File: config.mk
export PLATFORM = sky130hd
export DESIGN_NAME = mcp_top
export DESIGN_NICKNAME = d
export VERILOG_FILES = /design/src/common/mcp_pkg.sv /design/src/hw/mcp_top.sv
export SDC_FILE = /design/constraint.sdc
export NUM_CORES = 1
export LEC_CHECK = 0
export ABC_AREA = 1
export ABC_CLOCK_PERIOD_IN_PS = 1400
export BUFFER_PORTS_ARGS = -buffer_cell sky130_fd_sc_hd__buf_2
export CORE_AREA = 2 2 161 116
export CTS_CLUSTER_SIZE = 8
export DETAILED_ROUTE_END_ITERATION = 12
export DIE_AREA = 0 0 163 118
export PLACE_DENSITY = 0.49
export SLEW_MARGIN = 20
export SYNTH_ARGS = -nofsm -noshare
export SYNTH_HDL_FRONTEND = slang
export SYNTH_SLANG_ARGS = --single-unit
File: constraint.sdc
create_clock -name sys_clk -period 1.4 [get_ports sys_clk]
set_input_delay 0.14 -clock sys_clk [delete_from_list [all_inputs] [get_ports sys_clk]]
set_output_delay 0.14 -clock sys_clk [all_outputs]
set_load 0.01 [all_outputs]
File: src/common/mcp_pkg.sv
// package for the serial channel modem-control pin block
package mcp_pkg;

	// ------------------------------------------------------------
	// register byte offsets
	// ------------------------------------------------------------
	localparam logic [7:0] ADDR_RX_CTRL = 8'h00;
	localparam logic [7:0] ADDR_MODE_CTRL = 8'h04;
	localparam logic [7:0] ADDR_TX_CTRL = 8'h08;
	localparam logic [7:0] ADDR_EXT_FEAT = 8'h0c;
	localparam logic [7:0] ADDR_MISC_CTRL = 8'h10;
	localparam logic [7:0] ADDR_MAIN_STATUS = 8'h14;
	localparam logic [7:0] ADDR_IRQ_STATUS = 8'h18;
	localparam logic [7:0] ADDR_IRQ_MASK = 8'h1c;

	// ------------------------------------------------------------
	// field positions
	// ------------------------------------------------------------
	localparam int RXC_AUTO_EN = 5;
	localparam int MODE_CLK_LO = 6;
	localparam int MODE_SYNC_LO = 4;
	localparam int MODE_STOP_LO = 2;
	localparam int TXC_RTS = 1;
	localparam int TXC_DTR = 7;
	localparam int EXT_RTS_SDLC = 2;
	localparam int EXT_DTR_FAST = 4;
	localparam int MISC_DTR_REQ = 2;
	localparam int MISC_XTAL = 0;
	localparam int MISC_WREQ_REQ = 1;
	localparam int ST_DCD = 3;
	localparam int ST_SYNC = 4;
	localparam int ST_CTS = 5;
	localparam int ST_TX_EMPTY = 2;

	// irq status bits
	localparam int IRQ_CTS = 2;
	localparam int IRQ_DCD = 1;
	localparam int IRQ_SYNC = 0;
	localparam int IRQ_W = 3;

	// ------------------------------------------------------------
	// reset values and timing
	// ------------------------------------------------------------
	localparam logic [7:0] RST_CTRL = 8'h00;
	localparam logic [3:0] RST_MASK = 4'h0;
	localparam logic [2:0] DTR_SLOW_CYCLES = 3'h4;

	// sync mode field encodings
	localparam logic [1:0] SYNC_MONO = 2'h0;
	localparam logic [1:0] SYNC_BI = 2'h1;
	localparam logic [1:0] SYNC_SDLC = 2'h2;
	localparam logic [1:0] SYNC_EXT = 2'h3;

	// ------------------------------------------------------------
	// carriers
	// ------------------------------------------------------------
	typedef struct packed {
		logic cts_n;
		logic dcd_n;
		logic sync_n;
	} mcp_modem_in_t;

	typedef struct packed {
		logic tx_empty;
		logic flag_sent;
		logic sync_match;
		logic flag_rcvd;
		logic tx_dma_req;
		logic rx_dma_req;
	} mcp_core_t;

	typedef enum logic [1:0] {
		DTR_IDLE = 2'b00,
		DTR_ACTIVE = 2'b01,
		DTR_HOLD = 2'b10
	} mcp_dtr_state_t;

endpackage

File: src/hw/mcp_top.sv
// modem-control, sync, request and clock pin logic of one serial channel
`timescale 1ns/1ps
// ------------------------------------------------------------
// ------------------------------------------------------------
module mcp_top (
	input wire logic sys_clk,
	input wire logic rst,
	input wire logic psel,
	input wire logic penable,
	input wire logic pwrite,
	input wire logic [7:0] paddr,
	input wire logic [31:0] pwdata,
	output logic [31:0] prdata,
	output logic pready,
	output logic pslverr,
	output logic irq,
	input wire mcp_pkg::mcp_modem_in_t modem_in,
	input wire mcp_pkg::mcp_core_t core,
	input wire logic rx_tx_clock_in_n,
	input wire logic tx_rx_clock_in_n,
	input wire logic [3:0] clk_sources,
	output logic rts_n,
	output logic dtr_req_n,
	output logic sync_out_n,
	output logic sync_oe,
	output logic wait_req_out,
	output logic wait_req_oe,
	output logic tx_enable,
	output logic rx_enable,
	output logic rx_assembly_start,
	output logic [1:0] rx_clk_sel,
	output logic rx_clk_ff,
	output logic [6:0] rx_clk_div,
	output logic tx_rx_clock_out_n,
	output logic tx_rx_clock_oe
);

	// ------------------------------------------------------------
	// registers
	// ------------------------------------------------------------
	logic [7:0] rx_control_reg_ff;
	logic [7:0] mode_control_reg_ff;
	logic [7:0] tx_control_reg_ff;
	logic [7:0] extended_feature_reg_ff;
	logic [7:0] misc_control_reg_ff;
	logic [3:0] irq_status_ff;
	logic [3:0] irq_mask_ff;
	logic [2:0] sync1_ff;
	logic [2:0] sync2_ff;
	logic [2:0] prev_ff;
	logic rts_ff;
	logic rxc_prev_ff;
	logic ext_sync_seen_ff;
	logic [2:0] dtr_cnt_ff;
	mcp_pkg::mcp_dtr_state_t dtr_state_ff;
	mcp_pkg::mcp_dtr_state_t nxt_dtr_state;
	logic [2:0] nxt_dtr_cnt;

	logic wr_en;
	logic rd_en;
	logic auto_en;
	logic async_mode;
	logic sync_modes;
	logic xtal;
	logic [1:0] sync_kind;
	logic [2:0] edge_ev;
	logic [3:0] irq_set;
	logic [3:0] irq_clr;
	logic [31:0] nxt_rdata;
	logic cts_s;
	logic dcd_s;
	logic sync_s;

	assign wr_en = psel && penable && pwrite;
	assign rd_en = psel && penable && !pwrite;
	assign auto_en = rx_control_reg_ff[mcp_pkg::RXC_AUTO_EN];
	assign async_mode = mode_control_reg_ff[mcp_pkg::MODE_STOP_LO +: 2] != 2'h0;
	assign sync_modes = !async_mode;
	assign sync_kind = mode_control_reg_ff[mcp_pkg::MODE_SYNC_LO +: 2];
	assign xtal = misc_control_reg_ff[mcp_pkg::MISC_XTAL];
	assign cts_s = sync2_ff[2];
	assign dcd_s = sync2_ff[1];
	assign sync_s = sync2_ff[0];

	// ------------------------------------------------------------
	// apb slave
	// ------------------------------------------------------------
	always_ff @(posedge sys_clk) begin
		if (rst) begin
			rx_control_reg_ff <= mcp_pkg::RST_CTRL;
			mode_control_reg_ff <= mcp_pkg::RST_CTRL;
			tx_control_reg_ff <= mcp_pkg::RST_CTRL;
			extended_feature_reg_ff <= mcp_pkg::RST_CTRL;
			misc_control_reg_ff <= mcp_pkg::RST_CTRL;
			irq_mask_ff <= mcp_pkg::RST_MASK;
		end else if (wr_en) begin
			case (paddr)
				mcp_pkg::ADDR_RX_CTRL: begin
					rx_control_reg_ff <= pwdata[7:0];
				end
				mcp_pkg::ADDR_MODE_CTRL: begin
					mode_control_reg_ff <= pwdata[7:0];
				end
				mcp_pkg::ADDR_TX_CTRL: begin
					tx_control_reg_ff <= pwdata[7:0];
				end
				mcp_pkg::ADDR_EXT_FEAT: begin
					extended_feature_reg_ff <= pwdata[7:0];
				end
				mcp_pkg::ADDR_MISC_CTRL: begin
					misc_control_reg_ff <= pwdata[7:0];
				end
				mcp_pkg::ADDR_IRQ_MASK: begin
					irq_mask_ff <= pwdata[3:0];
				end
				default: begin
				end
			endcase
		end
	end

	always_comb begin
		nxt_rdata = 32'h0000_0000;
		case (paddr)
			mcp_pkg::ADDR_RX_CTRL: nxt_rdata[7:0] = rx_control_reg_ff;
			mcp_pkg::ADDR_MODE_CTRL: nxt_rdata[7:0] = mode_control_reg_ff;
			mcp_pkg::ADDR_TX_CTRL: nxt_rdata[7:0] = tx_control_reg_ff;
			mcp_pkg::ADDR_EXT_FEAT: nxt_rdata[7:0] = extended_feature_reg_ff;
			mcp_pkg::ADDR_MISC_CTRL: nxt_rdata[7:0] = misc_control_reg_ff;
			mcp_pkg::ADDR_MAIN_STATUS: begin
				nxt_rdata[mcp_pkg::ST_CTS] = !cts_s;
				nxt_rdata[mcp_pkg::ST_DCD] = !dcd_s;
				nxt_rdata[mcp_pkg::ST_SYNC] = !sync_s;
				nxt_rdata[mcp_pkg::ST_TX_EMPTY] = core.tx_empty;
			end
			mcp_pkg::ADDR_IRQ_STATUS: nxt_rdata[3:0] = irq_status_ff;
			mcp_pkg::ADDR_IRQ_MASK: nxt_rdata[3:0] = irq_mask_ff;
			default: nxt_rdata = 32'h0000_0000;
		endcase
	end

	// one wait state: pready rises in the second access cycle
	always_ff @(posedge sys_clk) begin
		if (rst) begin
			pready <= 1'b0;
			pslverr <= 1'b0;
			prdata <= 32'h0000_0000;
		end else begin
			pready <= psel && penable && !pready;
			pslverr <= psel && penable && !pready && paddr > mcp_pkg::ADDR_IRQ_MASK;
			prdata <= (rd_en && !pready) ? nxt_rdata : 32'h0000_0000;
		end
	end

	// ------------------------------------------------------------
	// input synchronisers and edge detect
	// ------------------------------------------------------------
	// two-stage synchroniser
	always_ff @(posedge sys_clk) begin
		if (rst) begin
			sync1_ff <= 3'h7;
			sync2_ff <= 3'h7;
			prev_ff <= 3'h7;
		end else begin
			sync1_ff <= {modem_in.cts_n, modem_in.dcd_n, modem_in.sync_n};
			sync2_ff <= sync1_ff;
			prev_ff <= sync2_ff;
		end
	end

	// both edges on every modem input
	generate
		for (genvar i = 0; i < 3; i++) begin : g_edge
			assign edge_ev[i] = sync2_ff[i] ^ prev_ff[i];
		end
	endgenerate

	// ------------------------------------------------------------
	// interrupt status
	// ------------------------------------------------------------
	// sync input edges only touch status, only in async without crystal
	always_comb begin
		irq_set = 4'h0;
		irq_set[mcp_pkg::IRQ_CTS] = edge_ev[2];
		irq_set[mcp_pkg::IRQ_DCD] = edge_ev[1];
		irq_set[mcp_pkg::IRQ_SYNC] = edge_ev[0] && async_mode && !xtal;
		irq_set[mcp_pkg::IRQ_W] = core.tx_dma_req && !misc_control_reg_ff[mcp_pkg::MISC_WREQ_REQ];
	end
	assign irq_clr = (wr_en && paddr == mcp_pkg::ADDR_IRQ_STATUS) ? pwdata[3:0] : 4'h0;

	always_ff @(posedge sys_clk) begin
		if (rst) begin
			irq_status_ff <= 4'h0;
			irq <= 1'b0;
		end else begin
			irq_status_ff <= (irq_status_ff & ~irq_clr) | irq_set;
			irq <= |(((irq_status_ff & ~irq_clr) | irq_set) & irq_mask_ff);
		end
	end

	// ------------------------------------------------------------
	// transmitter/receiver enables and request-to-send
	// ------------------------------------------------------------
	always_ff @(posedge sys_clk) begin
		if (rst) begin
			tx_enable <= 1'b1;
			rx_enable <= 1'b1;
			rts_ff <= 1'b0;
			rts_n <= 1'b1;
		end else begin
			tx_enable <= !auto_en || !cts_s;
			rx_enable <= !auto_en || !dcd_s;
			if (tx_control_reg_ff[mcp_pkg::TXC_RTS]) begin
				rts_ff <= 1'b1;
			end else if (auto_en && async_mode) begin
				if (core.tx_empty) begin
					rts_ff <= 1'b0;
				end
			end else if (sync_modes && sync_kind == mcp_pkg::SYNC_SDLC
				&& extended_feature_reg_ff[mcp_pkg::EXT_RTS_SDLC]) begin
				// drop after closing flag has left the pin
				if (core.flag_sent) begin
					rts_ff <= 1'b0;
				end
			end else begin
				// plain inverse of the control bit
				rts_ff <= 1'b0;
			end
			rts_n <= !(tx_control_reg_ff[mcp_pkg::TXC_RTS] || rts_ff);
		end
	end

	// ------------------------------------------------------------
	// sync pin
	// ------------------------------------------------------------
	always_ff @(posedge sys_clk) begin
		if (rst) begin
			sync_oe <= 1'b0;
			sync_out_n <= 1'b1;
			rx_assembly_start <= 1'b0;
			ext_sync_seen_ff <= 1'b0;
		end else begin
			// output in internal sync and sdlc modes without crystal
			sync_oe <= sync_modes && !xtal && sync_kind != mcp_pkg::SYNC_EXT;
			case (sync_kind)
				mcp_pkg::SYNC_MONO, mcp_pkg::SYNC_BI: sync_out_n <= !core.sync_match;
				mcp_pkg::SYNC_SDLC: sync_out_n <= !core.flag_rcvd;
				default: sync_out_n <= 1'b1;
			endcase
			// assembly starts on first low of external sync
			rx_assembly_start <= sync_modes && sync_kind == mcp_pkg::SYNC_EXT
				&& !sync_s && !ext_sync_seen_ff;
			ext_sync_seen_ff <= sync_modes && sync_kind == mcp_pkg::SYNC_EXT && !sync_s;
		end
	end

	// ------------------------------------------------------------
	// terminal-ready / dma request
	// ------------------------------------------------------------
	// fast or four-clock deactivation
	always_comb begin
		nxt_dtr_state = dtr_state_ff;
		nxt_dtr_cnt = dtr_cnt_ff;
		case (dtr_state_ff)
			mcp_pkg::DTR_IDLE: begin
				if (core.tx_dma_req) begin
					nxt_dtr_state = mcp_pkg::DTR_ACTIVE;
				end
			end
			mcp_pkg::DTR_ACTIVE: begin
				if (!core.tx_dma_req) begin
					if (extended_feature_reg_ff[mcp_pkg::EXT_DTR_FAST]) begin
						nxt_dtr_state = mcp_pkg::DTR_IDLE;
					end else begin
						nxt_dtr_state = mcp_pkg::DTR_HOLD;
						nxt_dtr_cnt = mcp_pkg::DTR_SLOW_CYCLES - 3'h2;
					end
				end
			end
			mcp_pkg::DTR_HOLD: begin
				if (dtr_cnt_ff == 3'h0) begin
					nxt_dtr_state = mcp_pkg::DTR_IDLE;
				end else begin
					nxt_dtr_cnt = dtr_cnt_ff - 3'h1;
				end
			end
			default: nxt_dtr_state = mcp_pkg::DTR_IDLE;
		endcase
	end

	always_ff @(posedge sys_clk) begin
		if (rst) begin
			dtr_state_ff <= mcp_pkg::DTR_IDLE;
			dtr_cnt_ff <= 3'h0;
			dtr_req_n <= 1'b1;
		end else begin
			dtr_state_ff <= nxt_dtr_state;
			dtr_cnt_ff <= nxt_dtr_cnt;
			// select terminal-ready bit or dma request
			if (misc_control_reg_ff[mcp_pkg::MISC_DTR_REQ]) begin
				dtr_req_n <= nxt_dtr_state == mcp_pkg::DTR_IDLE;
			end else begin
				dtr_req_n <= !tx_control_reg_ff[mcp_pkg::TXC_DTR];
			end
		end
	end

	// ------------------------------------------------------------
	// wait/request pin
	// ------------------------------------------------------------
	// open-drain wait after reset, driven in request mode
	always_ff @(posedge sys_clk) begin
		if (rst) begin
			wait_req_out <= 1'b0;
			wait_req_oe <= 1'b0;
		end else if (misc_control_reg_ff[mcp_pkg::MISC_WREQ_REQ]) begin
			wait_req_out <= !(core.tx_dma_req || core.rx_dma_req);
			wait_req_oe <= 1'b1;
		end else begin
			wait_req_out <= 1'b0;
			wait_req_oe <= core.tx_dma_req && !core.tx_empty;
		end
	end

	// ------------------------------------------------------------
	// clock pins
	// ------------------------------------------------------------
	always_ff @(posedge sys_clk) begin
		if (rst) begin
			rx_clk_div <= 7'h01;
			rx_clk_sel <= 2'h0;
			rx_clk_ff <= 1'b0;
			rxc_prev_ff <= 1'b1;
			tx_rx_clock_out_n <= 1'b1;
			tx_rx_clock_oe <= 1'b0;
		end else begin
			case (mode_control_reg_ff[mcp_pkg::MODE_CLK_LO +: 2])
				2'h0: rx_clk_div <= 7'h01;
				2'h1: rx_clk_div <= 7'h10;
				2'h2: rx_clk_div <= 7'h20;
				default: rx_clk_div <= 7'h40;
			endcase
			// receive/transmit clock input use, crystal when selected
			rx_clk_sel <= misc_control_reg_ff[5:4];
			rxc_prev_ff <= rx_tx_clock_in_n;
			rx_clk_ff <= xtal ? clk_sources[1] : !rx_tx_clock_in_n;
			// transmit/receive clock pin as input or driven source
			tx_rx_clock_oe <= misc_control_reg_ff[6];
			tx_rx_clock_out_n <= misc_control_reg_ff[6] ? !clk_sources[misc_control_reg_ff[4:3]]
				: tx_rx_clock_in_n;
		end
	end

endmodule

==> flow_metrics.env <==
export IMPL_nets=663
export IMPL_gr_usage_all_layers_pct=12.3
export IMPL_postSynthAreaPerCell_um2=8.13
export IMPL_setup_viol=0
export IMPL_p_leak_nw=2.30
export IMPL_max_vdd_ir_drop_mv=0.620
export IMPL_syn_to_final_growth_pct=29.7
export IMPL_arrival_ns=1.49
export IMPL_dieWidth_um=163
export IMPL_die_area_um2=19200
export IMPL_synth_area_leaders="dfxtp_1 47%, nand2_1 6.5%, a21oi_1 5.9%"
export IMPL_grt_max_degree=38
export IMPL_dr_pass1_iters=5
export IMPL_ys_warn_count=0
export IMPL_fp_row_count=41
export IMPL_die_h_um=118
export IMPL_ant_nets=0
export IMPL_final_area_um2=5190
export IMPL_place_congestion=0.797
export IMPL_rsz0062_at_grt="false"
export IMPL_via_per_inst=4.09
export IMPL_dp_hpwl_um=8560
export IMPL_cts_num_sinks=93
export IMPL_syn_area_um2=4000
export IMPL_synthDistinctLibCells=37
export IMPL_report_final_slew_viol_count=0
export IMPL_total_power_mw=5.52
export IMPL_startpoint_type="register"
export IMPL_drive_gt1_share_pct=27.4
export IMPL_wirelength_um=11300
export IMPL_synthCells=492
export IMPL_critical_path_endpoint_type="register"
export IMPL_hold_class="input pin to register"
export IMPL_drv_cap=0
export IMPL_grt_ovfl_total=0
export IMPL_timing_fmax_mhz=787
export IMPL_antenna_found_initial=0
export IMPL_numPortBuffers=64
export IMPL_rrSetupSlack_ns=0.13
export IMPL_cts_tree="yes"
export IMPL_routedWlPerCell_um=13.4
export IMPL_diodes=0
export IMPL_synth_top_area_share_pct=46.6
export IMPL_seq_area_frac_synth_pct=46.6
export IMPL_grt_first_pass_wirelength_um=18000
export IMPL_path_clk_slew_ns=0.07
export IMPL_p_per_area_nw_per_um2=1060
export IMPL_status="completed"
export IMPL_synth_largest_area_cell="dfxtp_1"
export IMPL_period_needed_ns=1.27
export IMPL_core_area_um2=17700
export IMPL_setup_tns_ns=0
export IMPL_finClkSkew_ns=0.00819
export IMPL_dpl_instance_area_um2=4820
export IMPL_required_ns=1.62
export IMPL_drc=0
export IMPL_drt_iter0_drc=239
export IMPL_start_util_pct=22.6
export IMPL_critical_path_class="register to register"
export IMPL_post_cts_buffers=0
export IMPL_clk_path_buf_depth=2
export IMPL_path_max_fanout=3
export IMPL_hold_violations=0
export IMPL_cts_htree_levels=3
export IMPL_io_pins=116
export IMPL_grt_pass1_vias=3170
export IMPL_cts_inserted_buffers=9
export IMPL_fin_crit_sh_pct=90.7
export IMPL_clk_latency_ns=0.35
export IMPL_dr_total_vias=3446
export IMPL_ys_ff_latch=93
export IMPL_root_buffer="clkbuf_16"
[registers in the layout, indices dropped and copies added, names as in the netlist, 2 cells and up]
register,cells
extended_feature_reg_ff,8
misc_control_reg_ff,8
rx_clk_div,4
rx_control_reg_ff,8
mode_control_reg_ff,8
irq_mask_ff,4
dtr_state_ff,2
tx_control_reg_ff,8
sync1_ff,3
sync2_ff,3
rx_clk_sel,2
prdata,8
prev_ff,3
dtr_cnt_ff,3
irq_status_ff,4
[cell usage after synthesis]
master,count
a211oi_1,8
a211oi_2,2
a21oi_1,47
a21oi_2,2
a22o_1,1
a31oi_1,3
buf_2,1
buf_4,30
buf_6,4
buf_8,1
bufinv_8,1
clkbuf_1,8
conb_1,1
dfxtp_1,93
ha_1,2
inv_1,42
inv_2,3
nand2_1,69
nand2_2,7
nand2_4,1
nand3_1,37
nand4_1,6
nor2_1,35
nor2_2,2
nor2_4,9
nor2_8,1
nor3_1,7
nor3_4,1
nor4_1,2
o211ai_1,3
o21ai_0,43
o21ai_1,3
o21ai_2,1
o221ai_1,1
o22ai_1,4
or2_2,9
xnor2_1,2
[kinds of logic (layout without fill, tap and decap cells)]
family | count (synthesis) | in the layout | synth area share [%]
and+or+nand+nor | 186 | 186 | 23.1
AOI/OAI and AO/OA | 118 | 118 | 16.5
DFF | 93 | 93 | 46.6
buffers and inverters | 90 | 178 | 12.7
adders and majority gates | 2 | 2 | 0.626
xor gates and xnor gates | 2 | 2 | 0.438
other | 1 | 27 | 0.0938
[routing by layer]
layer  GRT usage (%)  share of wire [%]  routed length, um  vias up
met4            3.48               0.95                107        0
met2            14.2                 34               3850      103
met5               0                  0                  0        -
li1                -                  -                  -     1805
met1            20.5                 58               6610     1528
met3            3.59                6.5                734       10
[area by class of cell]
class	instances	area (um2)
clock buffer	10	239
clock inverter	6	61.3
fill	1958	12500
inverter	46	186
multi-input combinational	335	1730
sequential	93	1860
tap	236	295
timing repair buffer	116	813
[layout by cell type (no fill, tap or decap), drive strengths merged]
cell type    count
o221ai           1
a21oi           49
ha               2
conb            27
clkinvlp         1
o211ai           3
nor2            47
a211oi          10
clkbuf          10
nand4            6
dlygate4sd3      6
a22o             1
o21ai           47
xnor2            2
nor4             2
or2              9
buf            110
a31oi            3
nand3           37
nand2           77
clkinv           1
inv             49
nor3             8
o22ai            4
dfxtp           93
bufinv           1
[where the power goes]
group          switching (mW)  total, mW  leakage (nW)  internal [mW]
Sequential             0.0165       2.69         0.754           2.68
Combinational           0.236      0.381          1.40          0.145
Clock                    1.14       2.45         0.145           1.30
Total                    1.40       5.52          2.30           4.12
[path summary, 6_finish.rpt]
path / from / endpoint / depth (start not counted)
setup / recovery: mode_control_reg_ff[3] / irq / 8
hold / removal: core[1] / wait_req_out / 2
hold reg to reg: ext_sync_seen_ff / rx_assembly_start / 1
setup reg to reg: mode_control_reg_ff[3] / irq / 8
[per-stage QoR]
stage | hold slack [ns] | util, % | cells | setup slack, ns
finish | 0.0435 | 29.3 | 842 | 0.130
detailed placement | 0.308 | 27.3 | 820 | -0.118
global placement | 0.308 | 27.3 | 820 | -0.109
global route | 0.0421 | 29.3 | 842 | 0.0117
floorplan | 0.218 | - | 518 | 0.226
CTS | 0.0368 | 29.3 | 842 | 0.0983
[worst max-delay path, cell delays in order, from the launching register on]
cell      delay (ns)
dfxtp_1         0.34
nor2_1          0.22
a21oi_1         0.07
o211ai_1        0.15
nand2_1         0.10
nand2_1         0.07
nand2_1         0.05
nor2_1          0.10
nor2_1          0.05
[timing repair]
action                                 in CTS  in global routing
endpoints found under the hold margin       6                  0
hold buffers                                6                  0
gates resized for setup                     0                  1
setup endpoints to repair                   0                  1
Power figures use the tool's default switching activity.
